$ cat src/hw/dma_consts.svh
`ifndef DMA_CONSTS_SVH
`define DMA_CONSTS_SVH
// Function
// - master and slave controllers, slave cascaded
// - four passive channels grant off-board masters
// - active request raises master hold request
// - processors cleared before hold acknowledge
// - high byte strobed on shared lines
// - four-bit bank extends sixteen-bit address
// - refresh runs memory cycle, no data
// - transfer end drops hold, processor resumes
// - slave channel zero serves floppy only
// - slave hold drives master cascade request
// - cascade master arbitrates, acknowledge passes control
// - slave drop ripples to master drop
// - floppy cycles stretched two clock periods
// - free channels selectable active or passive
// - bus wait line stretches after T2/T3
// - interrupt under eight-bit owner swaps processors
// - DMA requests win bus first
// - bus returns to previous processor owner
// - controllers clocked at 4 MHz

// ==========================================================
// clocks
`define SYS_CLK_HZ   32'h0131_2D00
`define DMA_CLK_HZ   32'h003D_0900
`define DMA_DIV      (`SYS_CLK_HZ / `DMA_CLK_HZ)
`define DIV_W        3
`define DIV_LAST     3'(`DMA_DIV - 1)
`define DMA_CLK_HIGH 3'h2

// ==========================================================
// channels and widths
`define CH_REFRESH   2'h0
`define CH_MST_FREE  2'h2
`define CH_CASCADE   2'h3
`define CH_FLOPPY    2'h0
`define PASSIVE_MST  2'h0
`define FLOPPY_WAITS 2'h2
`define FIFO_WIDTH   8
`define FIFO_DEPTH   16
`define ADDR_W       16
`define N_BANK       8

`endif

$ cat src/hw/dma_pkg.sv
package dma_pkg;

    // ==========================================================
    // states
    typedef enum logic [1:0] {OWN_P8, OWN_P16, OWN_DMA} owner_type;
    typedef enum logic [1:0] {ARB_CPU, ARB_CLEAR, ARB_DMA} arb_type;
    typedef enum logic [3:0] {
        CY_IDLE, CY_WAIT_ACK, CY_ARM, CY_T1, CY_T2, CY_T3, CY_TW, CY_T4, CY_PASSIVE
    } cycle_type;

    // ==========================================================
    // carriers
    typedef struct packed {
        logic [2:0] mst_dreq;
        logic [3:0] slv_dreq;
        logic       irq;
        logic       p16_released;
        logic       p8_released;
        logic       to_p8;
        logic       to_p16;
        logic       bus_wait;
        logic [3:0] passive;
    } pins_type;

    typedef struct packed {
        logic memr;
        logic memw;
        logic ior;
        logic refresh;
    } bus_ctl_type;

    typedef struct packed {
        logic [3:0] bank;
        logic [7:0] ad_hi;
        logic [7:0] lo;
        logic       stb;
        logic       oe;
    } addr_out_type;

endpackage

$ cat src/hw/dma_fifo.sv
`timescale 1ns/100ps
module dma_fifo #(
    parameter int WIDTH = 8,
    parameter int DEPTH = 16
) (
    input  wire logic             clk,
    input  wire logic             resetn,
    input  wire logic [WIDTH-1:0] in_data,
    input  wire logic             in_valid,
    output logic                  in_ready,
    output logic      [WIDTH-1:0] out_data,
    output logic                  out_valid,
    input  wire logic             out_ready
);
    localparam int AW = $clog2(DEPTH);

    logic [WIDTH-1:0] mem [0:DEPTH-1];
    logic [AW-1:0]    wr_ptr;
    logic [AW-1:0]    rd_ptr;
    logic [AW:0]      count;
    logic             push;
    logic             pop;

    // ==========================================================
    // handshake
    assign in_ready  = count != (AW+1)'(DEPTH);
    assign out_valid = count != '0;
    assign push      = in_valid && in_ready;
    assign pop       = out_valid && out_ready;
    assign out_data  = mem[rd_ptr];

    // ==========================================================
    // pointers
    always_ff @(posedge clk or negedge resetn) begin
        if (!resetn) begin
            wr_ptr <= '0;
            rd_ptr <= '0;
            count  <= '0;
        end else begin
            if (push) begin
                wr_ptr <= wr_ptr + 1'b1;
            end
            if (pop) begin
                rd_ptr <= rd_ptr + 1'b1;
            end
            count <= count + (AW+1)'(push) - (AW+1)'(pop);
        end
    end

    // ==========================================================
    // storage
    always_ff @(posedge clk) begin
        if (push) begin
            mem[wr_ptr] <= in_data;
        end
    end
endmodule

$ cat src/hw/dma_bus_arbitration.sv
`timescale 1ns/100ps
`include "dma_consts.svh"
module dma_bus_arbitration
    import dma_pkg::*;
(
    input  wire logic            SYS_CLK,
    input  wire logic            RESETN,
    input  wire logic [2:0]      MST_DREQ,
    input  wire logic [3:0]      SLV_DREQ,
    input  wire logic [3:0]      CHAN_PASSIVE,
    input  wire logic            IRQ,
    input  wire logic            P16_RELEASED,
    input  wire logic            P8_RELEASED,
    input  wire logic            TO_P8_REQ,
    input  wire logic            TO_P16_REQ,
    input  wire logic            BUS_WAIT_LINE,
    input  wire logic [7:0][3:0] BANK_FILE,
    input  wire logic [7:0]      DEV_DATA,
    input  wire logic            DEV_VALID,
    output logic                 DEV_READY,
    output logic                 DMA_CLK,
    output logic                 HOLD_REQ,
    output logic                 HOLD_ACK,
    output logic                 P16_HOLD,
    output logic                 P8_RELEASE_REQ,
    output logic [3:0]           MST_DACK,
    output logic [3:0]           SLV_DACK,
    output logic                 FLOPPY_READY,
    output addr_out_type         ADDR_OUT,
    output logic [7:0]           ADDRESS_LATCH,
    output bus_ctl_type          BUS_CTL,
    output logic [7:0]           DATA_OUT
);

    pins_type          pin_raw;
    pins_type          pin_meta;
    pins_type          pin;
    logic [`DIV_W-1:0] div_cnt;
    logic              dma_tick;
    logic              slave_hold;
    logic [1:0]        slave_ch;
    logic [2:0]        slv_pick;
    logic [2:0]        mst_pick;
    logic [3:0]        mst_req;
    cycle_type         state;
    logic [1:0]        cur_ch;
    logic              cur_req;
    logic              cascade;
    logic              refresh;
    logic              floppy;
    logic              passive;
    logic [2:0]        eff;
    logic [1:0]        fl_cnt;
    logic [`ADDR_W-1:0] addr [0:`N_BANK-1];
    logic              in_cyc;
    logic              xfer;
    logic              granted;
    logic [7:0]        fifo_data;
    logic              fifo_valid;
    logic              fifo_pop;
    arb_type           arb;
    owner_type         owner;
    owner_type         prev_owner;

    // ==========================================================
    // fixed priority, lowest index first
    function automatic logic [2:0] pick(input logic [3:0] req);
        logic [2:0] r;
        r = 3'h0;
        for (int i = 3; i >= 0; i--) begin
            if (req[i]) begin
                r = {1'b1, 2'(i)};
            end
        end
        return r;
    endfunction

    // ==========================================================
    // pin synchronisers
    assign pin_raw = '{
        mst_dreq:     MST_DREQ,
        slv_dreq:     SLV_DREQ,
        irq:          IRQ,
        p16_released: P16_RELEASED,
        p8_released:  P8_RELEASED,
        to_p8:        TO_P8_REQ,
        to_p16:       TO_P16_REQ,
        bus_wait:     BUS_WAIT_LINE,
        passive:      CHAN_PASSIVE
    };

    always_ff @(posedge SYS_CLK or negedge RESETN) begin
        if (!RESETN) begin
            pin_meta <= '0;
            pin      <= '0;
        end else begin
            pin_meta <= pin_raw;
            pin      <= pin_meta;
        end
    end

    // ==========================================================
    // controller clock
    assign dma_tick = div_cnt == `DIV_LAST;

    always_ff @(posedge SYS_CLK or negedge RESETN) begin
        if (!RESETN) begin
            div_cnt <= '0;
            DMA_CLK <= 1'b0;
        end else begin
            div_cnt <= dma_tick ? '0 : div_cnt + 1'b1;
            DMA_CLK <= div_cnt < `DMA_CLK_HIGH;
        end
    end

    // ==========================================================
    // slave controller
    assign slv_pick = pick(pin.slv_dreq);

    always_ff @(posedge SYS_CLK or negedge RESETN) begin
        if (!RESETN) begin
            slave_hold <= 1'b0;
            slave_ch   <= '0;
        end else if (dma_tick) begin
            if (slave_hold) begin
                slave_hold <= pin.slv_dreq[slave_ch];
            end else if (!(cascade && state != CY_IDLE)) begin
                slave_hold <= slv_pick[2];
                slave_ch   <= slv_pick[1:0];
            end
        end
    end

    // ==========================================================
    // channel decode
    // slave on cascade channel
    assign mst_req  = {slave_hold, pin.mst_dreq};
    assign mst_pick = pick(mst_req);
    assign cur_req  = mst_req[cur_ch];
    assign cascade  = cur_ch == `CH_CASCADE;
    assign eff      = {cascade, cascade ? slave_ch : cur_ch};
    assign refresh  = !cascade && cur_ch == `CH_REFRESH;
    assign floppy   = cascade && slave_ch == `CH_FLOPPY;
    assign passive  = cascade ? (slave_ch != `CH_FLOPPY && pin.passive[slave_ch])
                              : (cur_ch == `CH_MST_FREE && pin.passive[`PASSIVE_MST]);
    assign in_cyc   = state inside {CY_T1, CY_T2, CY_T3, CY_TW, CY_T4};
    assign xfer     = state inside {CY_T2, CY_T3, CY_TW};
    assign granted  = HOLD_ACK && state != CY_IDLE && state != CY_WAIT_ACK;
    assign fifo_pop = dma_tick && state == CY_T4 && !refresh;

    // ==========================================================
    // master cycle sequencer
    always_ff @(posedge SYS_CLK or negedge RESETN) begin
        if (!RESETN) begin
            state    <= CY_IDLE;
            HOLD_REQ <= 1'b0;
            cur_ch   <= '0;
        end else if (dma_tick) begin
            unique case (state)
                CY_IDLE: begin
                    if (mst_pick[2]) begin
                        HOLD_REQ <= 1'b1;
                        cur_ch   <= mst_pick[1:0];
                        state    <= CY_WAIT_ACK;
                    end
                end
                CY_WAIT_ACK: begin
                    if (HOLD_ACK) begin
                        state <= CY_ARM;
                    end
                end
                CY_ARM: begin
                    if (!cur_req) begin
                        HOLD_REQ <= 1'b0;
                        state    <= CY_IDLE;
                    end else if (passive) begin
                        state <= CY_PASSIVE;
                    end else if (refresh || fifo_valid) begin
                        state <= CY_T1;
                    end
                end
                CY_T1: begin
                    state <= CY_T2;
                end
                CY_T2: begin
                    if (!pin.bus_wait) begin
                        state <= CY_T3;
                    end
                end
                CY_T3: begin
                    if (fl_cnt != '0 || pin.bus_wait) begin
                        state <= CY_TW;
                    end else begin
                        state <= CY_T4;
                    end
                end
                CY_TW: begin
                    if (fl_cnt == '0 && !pin.bus_wait) begin
                        state <= CY_T4;
                    end
                end
                CY_T4: begin
                    state <= CY_ARM;
                end
                CY_PASSIVE: begin
                    if (!cur_req) begin
                        HOLD_REQ <= 1'b0;
                        state    <= CY_IDLE;
                    end
                end
                default: begin
                    state <= CY_IDLE;
                end
            endcase
        end
    end

    // ==========================================================
    // floppy ready counter
    // two added periods
    always_ff @(posedge SYS_CLK or negedge RESETN) begin
        if (!RESETN) begin
            fl_cnt <= '0;
        end else if (dma_tick) begin
            if (state == CY_T2) begin
                fl_cnt <= floppy ? `FLOPPY_WAITS : '0;
            end else if ((state == CY_T3 || state == CY_TW) && fl_cnt != '0) begin
                fl_cnt <= fl_cnt - 1'b1;
            end
        end
    end

    // ==========================================================
    // address counters
    always_ff @(posedge SYS_CLK or negedge RESETN) begin
        if (!RESETN) begin
            for (int i = 0; i < `N_BANK; i++) begin
                addr[i] <= '0;
            end
        end else if (dma_tick && state == CY_T4) begin
            addr[eff] <= addr[eff] + 1'b1;
        end
    end

    // ==========================================================
    // bus drive
    always_ff @(posedge SYS_CLK or negedge RESETN) begin
        if (!RESETN) begin
            ADDR_OUT     <= '0;
            BUS_CTL      <= '0;
            MST_DACK     <= '0;
            SLV_DACK     <= '0;
            DATA_OUT     <= '0;
            FLOPPY_READY <= 1'b1;
        end else begin
            ADDR_OUT.oe    <= in_cyc;
            ADDR_OUT.stb   <= state == CY_T1;
            ADDR_OUT.ad_hi <= state == CY_T1 ? addr[eff][15:8] : '0;
            ADDR_OUT.lo    <= in_cyc ? addr[eff][7:0] : '0;
            ADDR_OUT.bank  <= in_cyc ? BANK_FILE[eff] : '0;
            BUS_CTL.memr    <= xfer && refresh;
            BUS_CTL.memw    <= xfer && !refresh;
            BUS_CTL.ior     <= xfer && !refresh;
            BUS_CTL.refresh <= in_cyc && refresh;
            MST_DACK <= granted ? 4'h1 << cur_ch : '0;
            SLV_DACK <= (granted && cascade) ? 4'h1 << slave_ch : '0;
            DATA_OUT     <= (xfer && !refresh) ? fifo_data : '0;
            FLOPPY_READY <= fl_cnt == '0;
        end
    end

    // ==========================================================
    // external high byte latch
    always_ff @(posedge SYS_CLK or negedge RESETN) begin
        if (!RESETN) begin
            ADDRESS_LATCH <= '0;
        end else if (ADDR_OUT.stb) begin
            ADDRESS_LATCH <= ADDR_OUT.ad_hi;
        end
    end

    // ==========================================================
    // bus arbiter
    assign P16_HOLD       = owner != OWN_P16;
    assign P8_RELEASE_REQ = owner != OWN_P8;

    always_ff @(posedge SYS_CLK or negedge RESETN) begin
        if (!RESETN) begin
            arb        <= ARB_CPU;
            owner      <= OWN_P16;
            prev_owner <= OWN_P16;
            HOLD_ACK   <= 1'b0;
        end else begin
            unique case (arb)
                ARB_CPU: begin
                    if (HOLD_REQ) begin
                        prev_owner <= owner;
                        owner      <= OWN_DMA;
                        arb        <= ARB_CLEAR;
                    end else if (owner == OWN_P8 && (pin.irq || pin.to_p16)) begin
                        owner <= OWN_P16;
                    end else if (owner == OWN_P16 && pin.to_p8) begin
                        owner <= OWN_P8;
                    end
                end
                ARB_CLEAR: begin
                    if (pin.p16_released && pin.p8_released) begin
                        HOLD_ACK <= 1'b1;
                        arb      <= ARB_DMA;
                    end
                end
                ARB_DMA: begin
                    if (!HOLD_REQ) begin
                        HOLD_ACK <= 1'b0;
                        owner    <= prev_owner;
                        arb      <= ARB_CPU;
                    end
                end
                default: begin
                    arb <= ARB_CPU;
                end
            endcase
        end
    end

    // ==========================================================
    // data buffer
    dma_fifo #(
        .WIDTH (`FIFO_WIDTH),
        .DEPTH (`FIFO_DEPTH)
    ) u_fifo (
        .clk       (SYS_CLK),
        .resetn    (RESETN),
        .in_data   (DEV_DATA),
        .in_valid  (DEV_VALID),
        .in_ready  (DEV_READY),
        .out_data  (fifo_data),
        .out_valid (fifo_valid),
        .out_ready (fifo_pop)
    );
endmodule

$ cat config.mk
export PLATFORM = sky130hd
export DESIGN_NAME = dma_bus_arbitration
export DESIGN_NICKNAME = d
export VERILOG_FILES = /design/src/hw/dma_pkg.sv /design/src/hw/dma_fifo.sv /design/src/hw/dma_bus_arbitration.sv
export VERILOG_INCLUDE_DIRS = /design/src /design/src/hw
export SDC_FILE = /design/constraint.sdc
export NUM_CORES = 1
export LEC_CHECK = 0
export BUFFER_PORTS_ARGS = -buffer_cell sky130_fd_sc_hd__buf_4
export CAP_MARGIN = 10
export CORE_MARGIN = 3
export CORE_UTILIZATION = 62
export CTS_BUF_LIST = sky130_fd_sc_hd__clkbuf_8
export CTS_CLUSTER_SIZE = 8
export DETAILED_ROUTE_END_ITERATION = 10
export MAX_ROUTING_LAYER = met4
export PLACE_DENSITY = 0.79
export SETUP_SLACK_MARGIN = 0.1
export SYNTH_ARGS = -nofsm -noshare
export SYNTH_HDL_FRONTEND = slang
export SYNTH_SLANG_ARGS = --single-unit
$ cat constraint.sdc
create_clock -name SYS_CLK -period 3.9 [get_ports SYS_CLK]
set_input_delay 0.975 -clock SYS_CLK [delete_from_list [all_inputs] [get_ports SYS_CLK]]
set_output_delay 0.975 -clock SYS_CLK [all_outputs]
set_load 0.02 [all_outputs]
==> impl_metrics.toml <==
[yosys]
synth_edf_count = 128
netlist_instances = 1154
ys_seq_area_frac = 0.634
synth_area_per_cell_um2 = 13.2
synth_cell_types = 73
yosysTopAreaCellShare = 0.376
synthesis.nets = 1230
synth_area_leaders = "dfrtp_1 (38%), edfxtp_1 (25%), mux4_2 (6.4%)"
ys_ff_latch = 360
async_flop_share = 0.644
synth_top_cell_by_area = "dfrtp_1"
syn_area_um2 = 15200
ys.flop_type = "dfrtp_1"
yosysWarnings = 0

[power_and_ir_drop]
p_switching_mw = 4.23
swShare = 0.348
p_per_area_nw_per_um2 = 693
worst_ir_drop_vdd_mv = 0.411
power_frac_comb = 0.325
p_total_mw = 12.2
p_int_mw = 7.94
p_clk_frac = 0.244
sequentialPowerShare = 0.431
leakagePower_nw = 7.45

[grt]
grt_pass1_wl_mm = 53.6
grt_max_degree = 113
grt_overflow_total = 0
grt_pass1_vias = 10100
antenna_found_initial = 0
grt.total_usage = 0.268

[timing]
finalCritPeriodShare = 0.915
max_freq_mhz = 280
finalSetupTns_ns = 0
hold_viol = 0
fin_crit_ns = 3.57
finClkSkew_ns = 0.0318
timing.final.max_slew_violations = 0
rsz0062_at_grt = "no"
setup_viol = 0
worst_pin_slew_ns = 0.913
relSlewSlack = 0.389

[drt]
totalWireLength_mm = 33.6
top_layer_used = "met4"
drc = 0
final_antenna_net_count = 0
num_vias = 9834
first_pass_iters = 5
post_drt_wl_per_cell_um = 20.3
via_per_inst = 5.93
drt_iter0_markers = 802
wl_met3_mm = 2.68
route.met2.wl_mm = 16.1
wl_met1_mm = 13.6

[setup_path]
worst_setup_path_end_kind = "flop"
crit_chain = "nand3b_1 -> buf_4 -> o221a_2 -> ha_1 -> inv_1 -> or4b_4 -> nor4_2 -> xor2_1 -> o21ai_1"
cp.required_ns = 4.35
cp-start-kind = "flop"
cpPeakStageDelay_ns = 0.80
worst-setup-path-type = "flop to flop"
path_max_fanout = 16
slowest_stage = "dfrtp_1"
crit_arrival_ns = 4.02

[floorplan]
ios = 117
core_region_area_um2 = 23800
rows = 56
die_area_um2 = 26500
die_x_um = 163
start_util = 0.640
die_h_um = 163

[cts]
cts_buffers = 56
postCtsSetupRepairBufs = 0
h-tree-depth = 2
path_clk_slew_ns = 0.06
cts_tree = "yes"
cts_max_path_buffers = 3
cts-root-buf = "clkbuf_8"
insertion_delay_ns = 0.60
clock-sinks = 360

[cells_and_area]
insertedDiodeCount = 0
fillers = 1547
nNetsFinal = 1378
area_growth_pct = 15.3
drive_above_1_share = 0.261

[place]
io_buffers = 112
gp_congestion = 0.864
hpwl_mm = 22.3

[run_status]
status = "complete, no violations"

[flow_run]
maxCapViolCount = 0

[min_path]
hold_path_class = "flop to flop"
[layer usage]
layer,track usage,up-vias
li1,-,4463
met1,0.359,4857
met2,0.419,422
met3,0.0491,92
met4,0.100,0
met5,-,-
[cells in the mapped netlist, types with 25 or more instances]
cell type    n
dfrtp_1    229
edfxtp_1   128
nand2_1    123
nor2_1      90
o21ai_0     89
mux2_2      55
mux4_2      43
clkbuf_1    39
a21oi_1     32
inv_1       30
nor3_1      25
[placed cells by master (no fill, tap or decap), types with 8 or more instances in the layout]
cell and count:
xor2_1 8, xnor2_1 14, o22ai_1 10, o21ai_0 89, o21ai_1 13, nor2_1 90
and2_1 20, nand2_1 123, mux2i_1 20, clkbuf_8 65, dfrtp_1 225, inv_1 53
edfxtp_1 128, mux4_2 43, a21oi_1 32, mux2_2 55, buf_4 156, nor3_1 24
nor4_1 8, nor2b_1 18, a221o_1 8, ha_1 15, a211o_1 9
[path summary, 6_finish.rpt]
kind | end | startpoint | depth (start not counted) | slack, ns
max | addr[14]$_DFFE_PN0P_ | slave_ch[1]$_DFFE_PN0P_ | 9 | 0.33
min | pin[10]$_DFF_PN0_ | pin_meta[10]$_DFF_PN0_ | 0 | 0.34
max reg2reg | addr[14]$_DFFE_PN0P_ | slave_ch[1]$_DFFE_PN0P_ | 9 | 0.33
min reg2reg | pin[10]$_DFF_PN0_ | pin_meta[10]$_DFF_PN0_ | 0 | 0.34
max in group asynchronous | addr[52]$_DFFE_PN0P_ | RESETN | 2 | 2.51
min in group asynchronous | prev_owner[1]$_DFFE_PN0P_ | RESETN | 1 | 0.45
[registers in the layout, summed over array words and instances (netlist names), 4 cells and up]
register	flops
u_fifo.rd_ptr	4
pin_meta	17
DATA_OUT	8
u_fifo.mem	128
ADDRESS_LATCH	8
MST_DACK	4
u_fifo.wr_ptr	4
pin	14
ADDR_OUT	22
addr	112
state	4
SLV_DACK	4
u_fifo.count	5
[what timing repair did]
item,4_1_cts,5_1_grt
endpoints found under the setup margin,0,3
endpoints found under the hold margin,0,0
resized for setup,0,1
hold buffers,0,0
[power groups by stage]
stage          sequential [mW]  clock [mW]  combinational (mW)
3_3_place_gp              5.27           0                3.82
6_report                  5.24        2.97                3.95
5_1_grt                   5.33        3.20                4.31
2_1_floorplan             5.09           0                2.79
3_5_place_dp              5.30           0                3.93
4_1_cts                   5.24        3.02                3.95
[cell type report]
cell class / count / area [µm²] / area share
Sequential cell: 360 / 9660 / 0.550
Clock inverter: 30 / 170 / 0.00969
Tap cell: 319 / 399 / 0.0227
Inverter: 31 / 116 / 0.00662
Timing Repair Buffer: 159 / 1230 / 0.0698
Multi-Input combinational cell: 694 / 5100 / 0.290
Clock buffer: 65 / 895 / 0.0509
[critical path: cells and delay by family (launching register included)]
family / cells / cell delay, ns
simple gates: 3 / 1.18
flops: 1 / 0.80
compound gates: 2 / 0.47
xor+xnor: 1 / 0.45
buf+inv: 2 / 0.28
fa+ha+maj: 1 / 0.26
[metrics by stage]
stage	setup slack, ns	utilization	cell area [µm²]	hold WS (ns)	instances
floorplan	0.776	-	15200	0.331	1154
global placement	0.386	0.693	16500	0.333	1563
detailed placement	0.392	0.693	16500	0.335	1563
CTS	0.381	0.737	17600	0.344	1658
global route	0.124	0.737	17600	0.347	1658
finish	0.330	0.737	17600	0.344	1658
[cell families after synthesis]
| kind of cell | synth area share |
|---|---|
| AND/OR/NAND/NOR | 0.105 |
| flip-flops | 0.634 |
| multiplexers | 0.117 |
| adder cells (fa/ha/maj) | 0.0136 |
| buffers and inverters | 0.0319 |
| AO/OA/AOI/OAI | 0.0843 |
| XOR/XNOR | 0.0137 |
Note: power is estimated with default switching activity, not from simulation.
